[src/rtl/mpgd_pkg.sv]
// mpgd_pkg: register map, port layout and shared types for the multi-port gpio data block
// assumes a 32-bit apb slave with word-aligned registers
package mpgd_pkg;

  // ------------------------------------------------------------------
  // register byte offsets
  // ------------------------------------------------------------------
  localparam logic [7:0] OFS_A_LATCH   = 8'h00;
  localparam logic [7:0] OFS_A_SENSE   = 8'h04;
  localparam logic [7:0] OFS_BH_LATCH  = 8'h08;
  localparam logic [7:0] OFS_BL_LATCH  = 8'h0C;
  localparam logic [7:0] OFS_BH_SENSE  = 8'h10;
  localparam logic [7:0] OFS_BL_SENSE  = 8'h14;
  localparam logic [7:0] OFS_C_LATCH   = 8'h18;
  localparam logic [7:0] OFS_C_SENSE   = 8'h1C;
  localparam logic [7:0] OFS_D_LATCH   = 8'h20;
  localparam logic [7:0] OFS_D_SENSE   = 8'h24;
  localparam logic [7:0] OFS_E_LATCH   = 8'h28;
  localparam logic [7:0] OFS_E_SENSE   = 8'h2C;
  localparam logic [7:0] OFS_F_LATCH   = 8'h30;
  localparam logic [7:0] OFS_F_SENSE   = 8'h34;
  localparam logic [7:0] OFS_G_INPUT   = 8'h38;
  localparam logic [7:0] OFS_H_LATCH   = 8'h3C;
  localparam logic [7:0] OFS_H_SENSE   = 8'h40;
  localparam logic [7:0] OFS_J_LATCH   = 8'h44;
  localparam logic [7:0] OFS_J_SENSE   = 8'h48;
  localparam logic [7:0] OFS_K_LATCH   = 8'h4C;
  localparam logic [7:0] OFS_K_SENSE   = 8'h50;

  // ------------------------------------------------------------------
  // flat pin vector layout (lsb position of each port)
  // ------------------------------------------------------------------
  localparam int NUM_PINS = 112;
  localparam int POS_A = 0;
  localparam int POS_B = 16;
  localparam int POS_C = 35;
  localparam int POS_D = 46;
  localparam int POS_E = 49;
  localparam int POS_F = 63;
  localparam int POS_G = 68;
  localparam int POS_H = 76;
  localparam int POS_J = 92;
  localparam int POS_K = 105;
  localparam int POS_END = 107;

  // ------------------------------------------------------------------
  // implemented bits per 16-bit register
  // ------------------------------------------------------------------
  localparam logic [15:0] MASK_A  = 16'hFFFF;
  localparam logic [15:0] MASK_BH = 16'h0007;
  localparam logic [15:0] MASK_BL = 16'hFFFF;
  localparam logic [15:0] MASK_C  = 16'h07FF;
  localparam logic [15:0] MASK_D  = 16'h0007;
  localparam logic [15:0] MASK_E  = 16'h3FFF;
  localparam logic [15:0] MASK_E_INONLY = 16'h1500;
  localparam logic [15:0] MASK_F  = 16'h001F;
  localparam logic [15:0] MASK_G  = 16'h00FF;
  localparam logic [15:0] MASK_H  = 16'hFFFF;
  localparam logic [15:0] MASK_J  = 16'h1FFF;
  localparam logic [15:0] MASK_K  = 16'h0003;

  // ------------------------------------------------------------------
  // reset values and fixed read value
  // ------------------------------------------------------------------
  localparam logic [15:0] LATCH_RESET    = 16'h0000;
  localparam logic        CONV_READ_BIT  = 1'b0;

  // ------------------------------------------------------------------
  // pin function select per pin
  // ------------------------------------------------------------------
  typedef enum logic [1:0] {
    MPGD_FN_GPIO  = 2'b00,
    MPGD_FN_OTHER = 2'b01,
    MPGD_FN_CONV  = 2'b10,
    MPGD_FN_UDBUS = 2'b11
  } mpgd_fn_t;

  // ------------------------------------------------------------------
  // apb request and response carriers
  // ------------------------------------------------------------------
  typedef struct packed {
    logic        psel;
    logic        penable;
    logic        pwrite;
    logic [7:0]  paddr;
    logic [31:0] pwdata;
  } mpgd_apb_req_t;

  typedef struct packed {
    logic        pready;
    logic        pslverr;
    logic [31:0] prdata;
  } mpgd_apb_rsp_t;

endpackage

[src/rtl/mpgd_top.sv]
// mpgd_top: gpio data latches and pin-sense read paths for ten ports over apb
// assumes direction and function-select come from the pin function selector outside
//
// Register access over APB and the register offsets were left to the implementer.
`timescale 1ns/1ps

// Contract
// - general output pins drive the written latch value
// - reading a general output bit returns the latch, not the pin
// - reading a general input bit returns the live pin level
// - writes to general input bits update the latch only
// - pin-sense registers are read-only and show pin levels for every function except the upper external data bus
// - port A has sixteen input pins on bits 15 to 0
// - port B has nineteen pins, high bits 2 to 0 and low bits 15 to 0
// - port C has eleven pins on bits 10 to 0
// - port D has three pins on bits 2 to 0
// - port E bits 13,11,9,7-0 are io; bits 12,10,8 are input only
// - port F has five pins on bits 4 to 0
// - port G data is read-only on eight pins; writes are dropped
// - port G general input only while both converters are halted; gpio-selected G pins still read the pin level while a converter runs
// - port G converter pins read as a fixed constant
// - port H has sixteen pins on bits 15 to 0
// - port J has thirteen pins on bits 12 to 0
// - port K has two pins on bits 1 and 0
// - upper external data bus pins show no level in either register
// - direction one makes a general pin output, zero input
module mpgd_top
  import mpgd_pkg::*;
#(
  parameter int SYNC_STAGES = 2
) (
  // clock and reset
  input  wire logic                    pclk,
  input  wire logic                    presetn,
  input  wire logic                    clk_en,
  // apb slave
  input  wire mpgd_pkg::mpgd_apb_req_t apb_req,
  output      mpgd_pkg::mpgd_apb_rsp_t apb_rsp,
  // pin function selector and converter state
  input  wire mpgd_pkg::mpgd_fn_t      pin_function_selector [mpgd_pkg::NUM_PINS],
  input  wire logic [mpgd_pkg::NUM_PINS-1:0] pin_direction,
  input  wire logic                    adc_halted,
  input  wire logic                    dac_halted,
  // pins
  input  wire logic [mpgd_pkg::NUM_PINS-1:0] pin_in,
  output      logic [mpgd_pkg::NUM_PINS-1:0] pin_out,
  output      logic [mpgd_pkg::NUM_PINS-1:0] pin_oe
);
  import mpgd_pkg::*;

  if (SYNC_STAGES != 2) begin : g_bad_sync
    $error("mpgd_top: SYNC_STAGES must be 2");
  end

  // ------------------------------------------------------------------
  // pin capability masks
  // ------------------------------------------------------------------
  logic [NUM_PINS-1:0] pin_exists;
  logic [NUM_PINS-1:0] pin_can_drive;
  assign pin_exists    = {{(NUM_PINS-POS_END){1'b0}},
                          MASK_K[1:0], MASK_J[12:0], MASK_H, MASK_G[7:0], MASK_F[4:0],
                          MASK_E[13:0], MASK_D[2:0], MASK_C[10:0], MASK_BH[2:0], MASK_BL,
                          MASK_A};
  assign pin_can_drive = {{(NUM_PINS-POS_END){1'b0}},
                          MASK_K[1:0], MASK_J[12:0], MASK_H, 8'h00, MASK_F[4:0],
                          MASK_E[13:0] & ~MASK_E_INONLY[13:0], MASK_D[2:0], MASK_C[10:0],
                          MASK_BH[2:0], MASK_BL, 16'h0000};

  // ------------------------------------------------------------------
  // pin synchroniser
  // ------------------------------------------------------------------
  logic [NUM_PINS-1:0] sync_meta;
  logic [NUM_PINS-1:0] pin_level;

  always_ff @(posedge pclk or negedge presetn) begin
    if (!presetn) begin
      sync_meta <= '0;
      pin_level <= '0;
    end else if (clk_en) begin
      sync_meta <= pin_in;
      pin_level <= sync_meta;
    end
  end

  // ------------------------------------------------------------------
  // per-pin function decode
  // ------------------------------------------------------------------
  logic [NUM_PINS-1:0] latch;
  logic [NUM_PINS-1:0] is_gp_out;
  logic [NUM_PINS-1:0] data_view;
  logic [NUM_PINS-1:0] sense_view;
  logic                conv_idle;
  assign conv_idle = adc_halted & dac_halted;

  genvar gi;
  generate
    for (gi = 0; gi < NUM_PINS; gi++) begin : g_pin
      logic gp_sel;
      logic is_g;
      logic hidden;
      assign is_g   = (gi >= POS_G) && (gi < POS_H);
      assign gp_sel = (pin_function_selector[gi] == MPGD_FN_GPIO) && (!is_g || conv_idle);
      assign hidden = (pin_function_selector[gi] == MPGD_FN_UDBUS);
      assign is_gp_out[gi] = gp_sel & pin_direction[gi] & pin_can_drive[gi];
      always_comb begin
        if (!pin_exists[gi] || hidden) begin
          data_view[gi] = 1'b0;
        end else if (is_g && pin_function_selector[gi] == MPGD_FN_CONV) begin
          data_view[gi] = CONV_READ_BIT;
        end else if (is_gp_out[gi]) begin
          data_view[gi] = latch[gi];
        end else begin
          data_view[gi] = pin_level[gi];
        end
      end
      assign sense_view[gi] = pin_exists[gi] & ~hidden & pin_level[gi];
    end
  endgenerate

  // ------------------------------------------------------------------
  // pin drive
  // ------------------------------------------------------------------
  always_ff @(posedge pclk or negedge presetn) begin
    if (!presetn) begin
      pin_out <= '0;
      pin_oe  <= '0;
    end else if (clk_en) begin
      pin_oe  <= is_gp_out;
      pin_out <= latch & is_gp_out;
    end
  end

  // ------------------------------------------------------------------
  // apb decode
  // ------------------------------------------------------------------
  logic        acc;
  logic        wr;
  logic        hit;
  logic [15:0] rd16;
  assign acc = apb_req.psel & apb_req.penable & clk_en;
  assign wr  = acc & apb_req.pwrite;

  always_comb begin
    hit  = 1'b1;
    rd16 = 16'h0000;
    case (apb_req.paddr)
      OFS_A_LATCH:  rd16 = data_view[POS_A +: 16];
      OFS_A_SENSE:  rd16 = sense_view[POS_A +: 16];
      OFS_BH_LATCH: rd16 = {13'h0000, data_view[POS_B+16 +: 3]};
      OFS_BL_LATCH: rd16 = data_view[POS_B +: 16];
      OFS_BH_SENSE: rd16 = {13'h0000, sense_view[POS_B+16 +: 3]};
      OFS_BL_SENSE: rd16 = sense_view[POS_B +: 16];
      OFS_C_LATCH:  rd16 = {5'h00, data_view[POS_C +: 11]};
      OFS_C_SENSE:  rd16 = {5'h00, sense_view[POS_C +: 11]};
      OFS_D_LATCH:  rd16 = {13'h0000, data_view[POS_D +: 3]};
      OFS_D_SENSE:  rd16 = {13'h0000, sense_view[POS_D +: 3]};
      OFS_E_LATCH:  rd16 = {2'h0, data_view[POS_E +: 14]};
      OFS_E_SENSE:  rd16 = {2'h0, sense_view[POS_E +: 14]};
      OFS_F_LATCH:  rd16 = {11'h000, data_view[POS_F +: 5]};
      OFS_F_SENSE:  rd16 = {11'h000, sense_view[POS_F +: 5]};
      OFS_G_INPUT:  rd16 = {8'h00, data_view[POS_G +: 8]};
      OFS_H_LATCH:  rd16 = data_view[POS_H +: 16];
      OFS_H_SENSE:  rd16 = sense_view[POS_H +: 16];
      OFS_J_LATCH:  rd16 = {3'h0, data_view[POS_J +: 13]};
      OFS_J_SENSE:  rd16 = {3'h0, sense_view[POS_J +: 13]};
      OFS_K_LATCH:  rd16 = {14'h0000, data_view[POS_K +: 2]};
      OFS_K_SENSE:  rd16 = {14'h0000, sense_view[POS_K +: 2]};
      default:      hit  = 1'b0;
    endcase
  end

  logic [31:0] prdata_q;
  assign apb_rsp = '{pready: 1'b1, pslverr: acc & ~hit, prdata: prdata_q};

  always_ff @(posedge pclk or negedge presetn) begin
    if (!presetn) begin
      prdata_q <= 32'h0000_0000;
    end else if (clk_en && apb_req.psel && !apb_req.penable && !apb_req.pwrite) begin
      prdata_q <= {16'h0000, rd16};
    end
  end

  // ------------------------------------------------------------------
  // output latches
  // ------------------------------------------------------------------
  logic [NUM_PINS-1:0] wmask;
  logic [NUM_PINS-1:0] wval;
  always_comb begin
    wmask = '0;
    wval  = '0;
    case (apb_req.paddr)
      OFS_A_LATCH: begin
        wmask[POS_A +: 16]   = MASK_A;
        wval[POS_A +: 16]    = apb_req.pwdata[15:0];
      end
      OFS_BH_LATCH: begin
        wmask[POS_B+16 +: 3] = MASK_BH[2:0];
        wval[POS_B+16 +: 3]  = apb_req.pwdata[2:0];
      end
      OFS_BL_LATCH: begin
        wmask[POS_B +: 16]   = MASK_BL;
        wval[POS_B +: 16]    = apb_req.pwdata[15:0];
      end
      OFS_C_LATCH: begin
        wmask[POS_C +: 11]   = MASK_C[10:0];
        wval[POS_C +: 11]    = apb_req.pwdata[10:0];
      end
      OFS_D_LATCH: begin
        wmask[POS_D +: 3]    = MASK_D[2:0];
        wval[POS_D +: 3]     = apb_req.pwdata[2:0];
      end
      OFS_E_LATCH: begin
        wmask[POS_E +: 14]   = MASK_E[13:0];
        wval[POS_E +: 14]    = apb_req.pwdata[13:0];
      end
      OFS_F_LATCH: begin
        wmask[POS_F +: 5]    = MASK_F[4:0];
        wval[POS_F +: 5]     = apb_req.pwdata[4:0];
      end
      OFS_H_LATCH: begin
        wmask[POS_H +: 16]   = MASK_H;
        wval[POS_H +: 16]    = apb_req.pwdata[15:0];
      end
      OFS_J_LATCH: begin
        wmask[POS_J +: 13]   = MASK_J[12:0];
        wval[POS_J +: 13]    = apb_req.pwdata[12:0];
      end
      OFS_K_LATCH: begin
        wmask[POS_K +: 2]    = MASK_K[1:0];
        wval[POS_K +: 2]     = apb_req.pwdata[1:0];
      end
      default: begin
        wmask = '0;
        wval  = '0;
      end
    endcase
  end

  always_ff @(posedge pclk or negedge presetn) begin
    if (!presetn) begin
      latch <= {7{LATCH_RESET}};
    end else if (wr) begin
      latch <= (latch & ~wmask) | (wval & wmask);
    end
  end

endmodule

[config.mk]
export PLATFORM = sky130hd
export DESIGN_NAME = mpgd_top
export DESIGN_NICKNAME = d
export VERILOG_FILES = /design/src/rtl/mpgd_pkg.sv /design/src/rtl/mpgd_top.sv
export SDC_FILE = /design/constraint.sdc
export NUM_CORES = 1
export LEC_CHECK = 0
export ABC_AREA = 1
export BUFFER_PORTS_ARGS = -buffer_cell sky130_fd_sc_hd__buf_2
export CORE_AREA = 2 2 296 298
export CTS_CLUSTER_DIAMETER = 120
export CTS_CLUSTER_SIZE = 10
export DETAILED_ROUTE_END_ITERATION = 10
export DIE_AREA = 0 0 298 300
export PLACE_DENSITY = 0.55
export SKIP_LAST_GASP = 1
export SYNTH_ARGS = -nofsm -noshare
export SYNTH_HDL_FRONTEND = slang
export SYNTH_SLANG_ARGS = --single-unit
[constraint.sdc]
create_clock -name pclk -period 3.94 [get_ports pclk]
set_input_delay 0.591 -clock pclk [delete_from_list [all_inputs] [get_ports pclk]]
set_output_delay 0.591 -clock pclk [all_outputs]
set_load 0.05 [all_outputs]
### After elaboration in Yosys (flattened, before gate mapping)

Cells that the tools add are included.

* equal/unequal tests: 135
* mux-type cells: 217
* bitwise operators: 288
* reductions and logical operators: 87

Operators by type and width (number)
* $pmux 16 s21: 1
* $eq 2x2->1 const B: 115
* $mux 1: 196
* $and 1x1->1: 183
* $logic_not 2->1: 80
* $and 112x107->112: 1
* $and 112x112->112: 1
* $not 107->112: 1
* $or 112x112->112: 1
* $and 107x107->107: 1
* $not 1->1: 100
* $mux 16: 6
* $eq 8x6->1 const B: 8
* $eq 8x7->1 const B: 5
* $eq 8x5->1 const B: 4
* $mux 14: 2
* $mux 13: 2
* $mux 11: 2
* $reduce_or 21->1: 1
* $eq 8x4->1 const B: 2
* $mux 3: 4
* $mux 5: 2
* $eq 8x3->1 const B: 1
* $logic_not 8->1: 1
* 3 further kinds: 7

* register bits: 534
* bits of input ports: 496
* output and inout port bits: 258

### Depth between registers and ports, before layout

Gate-level depths: netlist of the first run.

* depth in word-level cells: 5
* gate-level depth with buffers: 13
* mapped depth without buffers: 13

### Least setup slack after synthesis of the first run

OpenSTA, ideal clock, no wires.

* path kind: in2out
* start: input apb_req[38] (netlist name)
* end: output apb_rsp[32] (netlist name)
* arrival: 2453 ps
* required time: 3349 ps
* path slack: 896 ps
* stages: 8
* path buffers: 1
* cell sequence: inv_1 -> nor2_2 -> nand2_1 -> nor2_1 -> buf_2 -> nor3_1 -> nand3_1 -> nor3_1

RTL lines
* start: declaration: line mpgd_top.sv:37 `input wire mpgd_pkg::mpgd_apb_req_t apb_req,`
* end: declaration: line mpgd_top.sv:38 `output mpgd_pkg::mpgd_apb_rsp_t apb_rsp,`

==> results of run 1 <==
[worst max-delay path: stages]
cell     delay [ns]
buf_2          0.11
inv_1          0.06
nand2_1        0.16
nor2_4         0.10
nand2_1        0.24
inv_2          0.21
nor3_1         0.18
nand3_1        0.12
nor3_1         0.20
buf_2          0.35
[cells in the mapped netlist]
cell type	n
nand2_1	1266
dfrtp_1	470
o21ai_0	294
inv_1	274
nand3_1	167
nor2_1	159
buf_4	83
clkbuf_1	67
nand4_1	46
a21oi_1	32
buf_2	23
o21ai_1	18
nor3b_1	13
nor2_2	11
inv_2	5
nor3_1	5
nor2_4	4
o21a_1	3
buf_1	2
conb_1	2
nand3b_1	2
o211ai_1	2
a22oi_1	1
nand2_2	1
nor4_2	1
o2111ai_1	1
o22ai_1	1
[how the worst max path moves through the flow]
stage | end | cells past startpoint | startpoint
detailed placement | flip-flop | 7 | clk_en
finish | apb_rsp[32] | 10 | apb_req[38]
CTS | apb_rsp[32] | 10 | apb_req[38]
floorplan | apb_rsp[32] | 8 | apb_req[38]
global placement | flip-flop | 7 | clk_en
global route | apb_rsp[32] | 10 | apb_req[35]
[routing by layer]
layer	wire length, um	global-route usage [%]	vias to the layer above	part of all wire [%]
met5	73	0	-	0.078
met4	2562	6.066	12	2.8
met3	6352	4.155	122	6.8
met2	44210	33.59	667	47
met1	39910	26.96	9768	43
li1	-	-	10250	-
[power breakdown]
part           switching [mW]  internal, mW  total [mW]
sequential              0.136          5.10        5.24
clock                    1.97          2.43        4.40
combinational            1.13         0.421        1.55
[cell type report]
cell class              count  share of cell area, %
clock buffers              53                  4.755
repair buffers            634                  12.08
flip-flops and latches    470                  42.17
inverters                 279                  3.782
diodes                     15                 0.1346
clock inverters             4                 0.2019
multi-input cells        2108                  31.70
well taps                1155                  5.182
[kinds of logic after synthesis]
family                 count (synthesis)  share of synthesized area, %
other                                  2                       0.03362
and+or+nand+nor                     1675                         30.19
DFF                                  470                         52.65
AOI/OAI and AO/OA                    352                         7.976
buffers and inverters                454                         9.153
==> impl_metrics.json, run 1 <==
{
  "status": "finished, final reports clean",
  "multi_input_area_um2": 8840,
  "fin_ws_ns": 1.028,
  "cts_tree": "built",
  "final_hold_viol_count": 0,
  "synth_area_um2": 22340,
  "tightest_slew_ns": 1.039,
  "arrival_ns": 2.32,
  "grt_start_max_net_pins": 164,
  "fp.dieH_um": 300,
  "setup_tns_ns": 0,
  "cts.clk_slew.worst_paths_ns": 0.05,
  "drtPass1Iterations": 5,
  "vias": 20820,
  "via_per_inst": 4.412,
  "portBuffers": 599,
  "wl_per_cell_um": 19.74,
  "fp-row-count": 108,
  "critPathKind": "in -> out",
  "final_cells": 4718,
  "final_area_um2": 27890,
  "die_w_um": 298,
  "ff_latch_area_um2": 11760,
  "crit_path_end_kind": "primary output",
  "htree_levels": 2,
  "dpl.cell_count": 4646,
  "ys_seq_area_share_pct": 52.65,
  "postCtsResizedCells": 0,
  "clock_sinks": 470,
  "p_leak_nw": 15.21,
  "drt_wl_total_um": 93120,
  "layout_common_cells": "nand2_1 (1266), buf_2 (597), dfrtp_1 (470), o21ai_0 (294), inv_1 (274)",
  "min_period_ns": 2.912,
  "ctsHoldBuffers": 0,
  "post-synth-top-area-cell": "dfrtp_1",
  "hold_ws_ns": 0.004828,
  "route.detailed.drc": 0,
  "slew_headroom_pct": 30.57,
  "numCtsBuffers": 53,
  "clkLatencyLatePin_ns": 0.60,
  "grt_pass1_wl_um": 132700,
  "r2r_slack_ns": 2.12,
  "layout.nets": 4042,
  "die_area_um2": 89400,
  "place_congestion": 0.8818,
  "drv_slew": 0,
  "drive_gt1_share_pct": 20.12,
  "core-area_um2": 86210,
  "startpoint_type": "input port",
  "p_per_area_nw_per_um2": 401.3,
  "ios": 754,
  "cp.required_ns": 3.35,
  "ys_ff_latch": 470,
  "drt_iter0_markers": 1414,
  "netlist_instances": 2953,
  "r2r_end": "prdata_q[5]",
  "avgSynthCellArea_um2": 7.564,
  "clock_skew_ns": 0.01746,
  "placed_cell_area_um2": 26470,
  "synth_top_area_share_pct": 52.65,
  "final_common_cell": "nand2_1",
  "grt_pass1_vias": 19880,
  "r2r_cells": 10,
  "cts_buffer_depth": 3,
  "power_mw": 11.19,
  "overflow": 0,
  "pre_cts_ws_ns": 0.7951,
  "syn_to_final_growth_pct": 24.85,
  "ys_types": 27,
  "post-cts-setup-buffers": 0,
  "start_util_pct": 25.91,
  "cts_root_buf": "clkbuf_16",
  "finalCritPeriodShare_pct": 73.91,
  "ant_nets": 0,
  "cp_max_fo": 10,
  "fill_cells": 9422,
  "maxCapViolations": 0,
  "synth_area_leaders": "dfrtp_1 (53%), nand2_1 (21%), o21ai_0 (6.6%), inv_1 (4.6%), nand3_1 (3.7%)",
  "hp-class": "in -> async",
  "dp_hpwl_um": 71180,
  "antenna_found_initial": 26,
  "setup_viol": 0,
  "final_util_pct": 32.35,
  "grt_usage_pct": 20.37,
  "fmaxAchievable_mhz": 343.4,
  "yosys_warnings": 0,
  "rsz0062_at_grt": "no",
  "ir_drop_mv": 0.2472
}
(Power assumes the default switching activity.)
==> run 2: changes to the inputs <==
Settings changed: PLACE_DENSITY 0.55 to 0.56.
Clock period 3.94 ns to 2.5 ns, I/O delays scaled along.
==> run 2 against run 1 <==
Core utilization grew 1.5 points. Sequential cell count did not move. Critical path depth shrank 2. Cell count increased by 2.9%. Routed wire length increased by 2.5%. Hold slack gained 0.036 ns. Register-to-register slack worse by 1.4 ns. Via count rose by 3.8%. Non-clock buffer count increased by 134. Final area increased by 4.7%. Global-route usage grew 0.40 points. Setup slack got worse by 0.95 ns. Largest power group unchanged.
==> impl_metrics.json, run 2 (same netlist as run 1, synthesis figures left out) <==
{
  "dp_hpwl_um": 73230,
  "final_hold_viol_count": 0,
  "drv_slew": 0,
  "final_common_cell": "nand2_1",
  "min_period_ns": 2.420,
  "numCtsBuffers": 53,
  "via_per_inst": 4.453,
  "slew_headroom_pct": 44.15,
  "critPathKind": "in -> out",
  "setup_viol": 0,
  "final_cells": 4853,
  "fmaxAchievable_mhz": 413.3,
  "ir_drop_mv": 0.3968,
  "clock_skew_ns": 0.02578,
  "grt_usage_pct": 20.77,
  "p_per_area_nw_per_um2": 610.1,
  "finalCritPeriodShare_pct": 96.79,
  "layout_common_cells": "nand2_1 (1266), buf_2 (596), dfrtp_1 (470), o21ai_0 (294), inv_1 (274)",
  "fp-row-count": 108,
  "place_congestion": 0.8487,
  "fp.dieH_um": 300,
  "drtPass1Iterations": 6,
  "clkLatencyLatePin_ns": 0.60,
  "hold_ws_ns": 0.04036,
  "portBuffers": 599,
  "hp-class": "in -> reg",
  "cts_tree": "built",
  "holdPathStages": 3,
  "cts_root_buf": "clkbuf_16",
  "p_switching_mw": 5.228,
  "ios": 754,
  "r2r_cells": 10,
  "cp_max_fo": 4,
  "route.detailed.drc": 0,
  "cp.required_ns": 2.12,
  "maxCapViolations": 0,
  "clock_sinks": 470,
  "setup_tns_ns": 0,
  "rsz0062_at_grt": "no",
  "p_leak_nw": 15.80,
  "r2r_end": "prdata_q[7]",
  "cts.clk_slew.worst_paths_ns": 0.06,
  "syn_to_final_growth_pct": 30.71,
  "status": "finished, final reports clean",
  "grt_pass1_vias": 20610,
  "cts_buffer_depth": 3,
  "switching_share_pct": 29.35,
  "pwr-share-seq_pct": 46.4,
  "wl_per_cell_um": 19.66,
  "antenna_found_initial": 27,
  "tightest_slew_ns": 0.8378,
  "arrival_ns": 2.04,
  "final_util_pct": 33.87,
  "startpoint_type": "input port",
  "crit_path_end_kind": "primary output",
  "ant_nets": 0,
  "dpl.cell_count": 4678,
  "clock_power_share_pct": 38.8,
  "hp-start": "pin_in[54]",
  "overflow": 0,
  "hold_end": "sync_meta[54]",
  "die_area_um2": 89400,
  "p_int_mw": 12.58,
  "htree_levels": 2,
  "die_w_um": 298,
  "drive_gt1_share_pct": 20.32,
  "r2r_slack_ns": 0.70,
  "reg2reg_from": "pin_level[23]",
  "start_util_pct": 25.91,
  "vias": 21610,
  "drt_wl_total_um": 95420,
  "grt_start_max_net_pins": 125,
  "layout.nets": 4176,
  "drt_iter0_markers": 1519,
  "combPwrFrac_pct": 14.9,
  "core-area_um2": 86210,
  "grt_pass1_wl_um": 135800
}
-- run 2: cell count changes in the layout (fill, tap and decap cells not counted) --
cell / change
buf_4: +29
bufinv_16: -1
clkbuf_8: +1
inv_6: +1
buf_2: -1
buf_12: +4
diode_2: +1
nor2_1: -1
dlygate4sd3_1: +102
nor2_2: +1
nor3_1: -1
nor3_2: +1
clkinv_4: -1
-- run 2: worst max path at each step --
stage	start	to	slack, ns
after global routing	apb_req[38]	apb_rsp[32]	0.04
after detailed placement	apb_req[38]	prdata_q[4]	0.02
after floorplan	apb_req[38]	apb_rsp[32]	0.30
final	apb_req[39]	apb_rsp[32]	0.08
after CTS	apb_req[38]	apb_rsp[32]	0.03
after global placement	apb_req[36]	prdata_q[7]	0.03
-- run 2: stage by stage --
| stage | total power [mW] | instance area [um2] | worst slack, ns |
|---|---|---|---|
| floorplan | 9.857 | 22640 | 0.2993 |
| global placement | 10.89 | 26770 | 0.03288 |
| detailed placement | 10.93 | 26770 | 0.01961 |
| CTS | 18.04 | 29150 | 0.02850 |
| global route | 18.60 | 29180 | 0.03964 |
| finish | 17.81 | 29200 | 0.08037 |
-- run 2: per-layer routing --
layer | part of all wire, % | vias to the layer above | track usage, %
li1 | - | 10520 | -
met3 | 6.8 | 136 | 4.299
met4 | 2.7 | 8 | 6.042
met2 | 48 | 771 | 35.24
met5 | 0.058 | - | 0
met1 | 42 | 10180 | 26.69
-- run 2: worst max-delay path, cell delays in order --
cell     delay [ns]
buf_2          0.12
nor2_2         0.36
nand3_1        0.30
nor2_1         0.41
nor2_1         0.13
nand4_1        0.13
nor3_2         0.06
buf_12         0.15
-- run 2: what timing repair did --
item / 4_1_cts / 5_1_grt
hold buffers: 102 / 0
hold endpoints to repair: 133 / 0
endpoints found under the setup margin: 0 / 1
gates resized for setup: 0 / 1
setup buffers: 0 / 0
-- run 2: area by class of cell --
type / count / area (um2)
flip-flops and latches: 470 / 11760
repair buffers: 768 / 4682
clock buffers: 54 / 1340
clock inverters: 3 / 26.28
diodes: 16 / 40.04
inverters: 279 / 1055
fillers: 9319 / 57020
multi-input cells: 2108 / 8847
well taps: 1155 / 1445
-- run 2: power by group through the flow --
stage          logic (mW)  registers, mW  clock network (mW)
6_report             2.65           8.26                6.90
5_1_grt              2.93           8.31                7.36
4_1_cts              2.68           8.26                7.11
3_5_place_dp         2.54           8.39                   0
3_3_place_gp         2.51           8.38                   0
2_1_floorplan        1.23           8.62                   0
==> run 3: changes to the inputs <==
Settings changed: PLACE_DENSITY 0.56 to unset.
==> run 3 against run 2 <==
Register-to-register slack got worse by 0.09 ns. Sequential power barely moved. Clock power rose by 1%. Largest power group unchanged. Routed wire length fell by 2.2%. Final area rose by 0.65%. Sequential share of layout area fell by 0.26 points. Critical endpoint unchanged. Critical path depth rose by 2. Cell count rose by 0.21%. Combinational power barely moved.
==> impl_metrics.json, run 3 (same netlist as run 1, synthesis figures left out) <==
{
  "die_w_um": 298,
  "antenna_found_initial": 22,
  "cts.clk_slew.worst_paths_ns": 0.06,
  "syn_to_final_growth_pct": 31.55,
  "cts_tree": "built",
  "core-area_um2": 86210,
  "fp-row-count": 108,
  "drt_wl_total_um": 93330,
  "r2r_slack_ns": 0.61,
  "final_area_um2": 29390,
  "clock_sinks": 470,
  "tightest_slew_ns": 0.9497,
  "wl_per_cell_um": 19.19,
  "status": "finished, final reports clean",
  "setup_viol": 0,
  "drtPass1Iterations": 5,
  "layout_common_cells": "nand2_1 (1266), buf_2 (596), dfrtp_1 (470), o21ai_0 (294), inv_1 (274)",
  "final_cells": 4863,
  "htree_levels": 2,
  "finalCritPeriodShare_pct": 93.52,
  "place_congestion": 0.8917,
  "placed_cell_area_um2": 26880,
  "portBuffers": 599,
  "layout.nets": 4189,
  "dpl.cell_count": 4686,
  "grt_pass1_vias": 20870,
  "start_util_pct": 25.91,
  "ant_nets": 0,
  "cts_root_buf": "clkbuf_16",
  "ios": 754,
  "overflow": 0,
  "arrival_ns": 1.96,
  "final_common_cell": "nand2_1",
  "fmaxAchievable_mhz": 427.7,
  "critPathKind": "in -> out",
  "rsz0062_at_grt": "no",
  "final_hold_viol_count": 0,
  "p_leak_nw": 15.89,
  "crit_path_end_kind": "primary output",
  "min_period_ns": 2.338,
  "hp-class": "in -> reg",
  "via_per_inst": 4.447,
  "cp.required_ns": 2.12,
  "route.detailed.drc": 0,
  "slew_headroom_pct": 36.02,
  "cts_buffer_depth": 3,
  "grt_start_max_net_pins": 190,
  "vias": 21630,
  "die_area_um2": 89400,
  "drt_iter0_markers": 1353,
  "maxCapViolations": 0,
  "cp_max_fo": 6,
  "p_per_area_nw_per_um2": 609.9,
  "numCtsBuffers": 54,
  "clock_skew_ns": 0.03428,
  "grt_pass1_wl_um": 134800,
  "dp_hpwl_um": 71950,
  "clkLatencyLatePin_ns": 0.62,
  "fp.dieH_um": 300,
  "startpoint_type": "input port",
  "ir_drop_mv": 0.3639,
  "post-cts-setup-buffers": 0,
  "drv_slew": 0,
  "grt_usage_pct": 20.36,
  "drive_gt1_share_pct": 20.52
}
==> run 3: cell types whose count changed in the layout (fill, tap and decap cells not counted), sizes merged <==
cell | before | now
clkinvlp | 0 | 2
clkbuf | 54 | 55
buf | 666 | 674
dlygate4sd3 | 102 | 106
diode | 16 | 10
clkinv | 0 | 1
==> run 3: area by class of cell <==
type	count	area (um2)
Clock inverter	6	57.56
Multi-Input combinational cell	2108	8845
Fill cell	9277	56830
Inverter	279	1055
Clock buffer	55	1365
Timing Repair Buffer	780	4832
Antenna cell	10	25.02
Tap cell	1155	1445
Sequential cell	470	11760
==> run 3: where the power goes <==
part / total, mW / leakage (nW) / internal [mW] / switching [mW]
combinational: 2.65 / 9.02 / 0.803 / 1.85
sequential: 8.27 / 6.18 / 8.05 / 0.220
clock: 7.00 / 0.693 / 3.84 / 3.16
==> run 3: worst paths after layout <==
| check | startpoint | end | depth (start not counted) |
|---|---|---|---|
| setup / recovery | apb_req[32] | apb_rsp[32] | 10 |
| hold / removal | pin_direction[92] | pin_oe[92] | 3 |
| min in group asynchronous | presetn | sync_meta[7] | 2 |
| max in group asynchronous | presetn | pin_level[45] | 3 |
| hold reg to reg | sync_meta[8] | sync_meta[8] | 2 |
| setup reg to reg | flip-flop | prdata_q[9] | 9 |
==> run 3: per-stage QoR <==
stage	utilization [%]	TNS [ns]	hold slack (ns)	power [mW]	setup slack, ns
after floorplan	-	0	0.07941	9.857	0.2993
after global placement	31.18	-0.07977	0.4542	10.89	-0.07977
after detailed placement	31.18	-0.1321	0.4526	10.93	-0.09010
after CTS	34.06	0	0.0002545	18.14	0.1714
after global routing	34.07	0	0.03156	18.69	0.02475
final	34.09	0	0.04352	17.92	0.1619
==> run 3: repair_timing <==
item,CTS,global route
hold endpoints to repair,158,0
resized for setup,0,0
hold buffers,106,0
endpoints found under the setup margin,0,0
==> run 3: critical path, stage by stage <==
cell	delay (ns)
buf_2	0.11
inv_1	0.04
nand2_1	0.25
nor2_1	0.12
nand2_1	0.21
inv_2	0.15
nor3_1	0.16
nand3_1	0.12
nor3_2	0.24
buf_12	0.18
==> run 3: layer usage <==
layer | GRT usage, % | wire length, um
met5 | 0 | 66
met4 | 5.540 | 2589
met3 | 3.982 | 5890
met2 | 34.56 | 44720
met1 | 26.43 | 40060
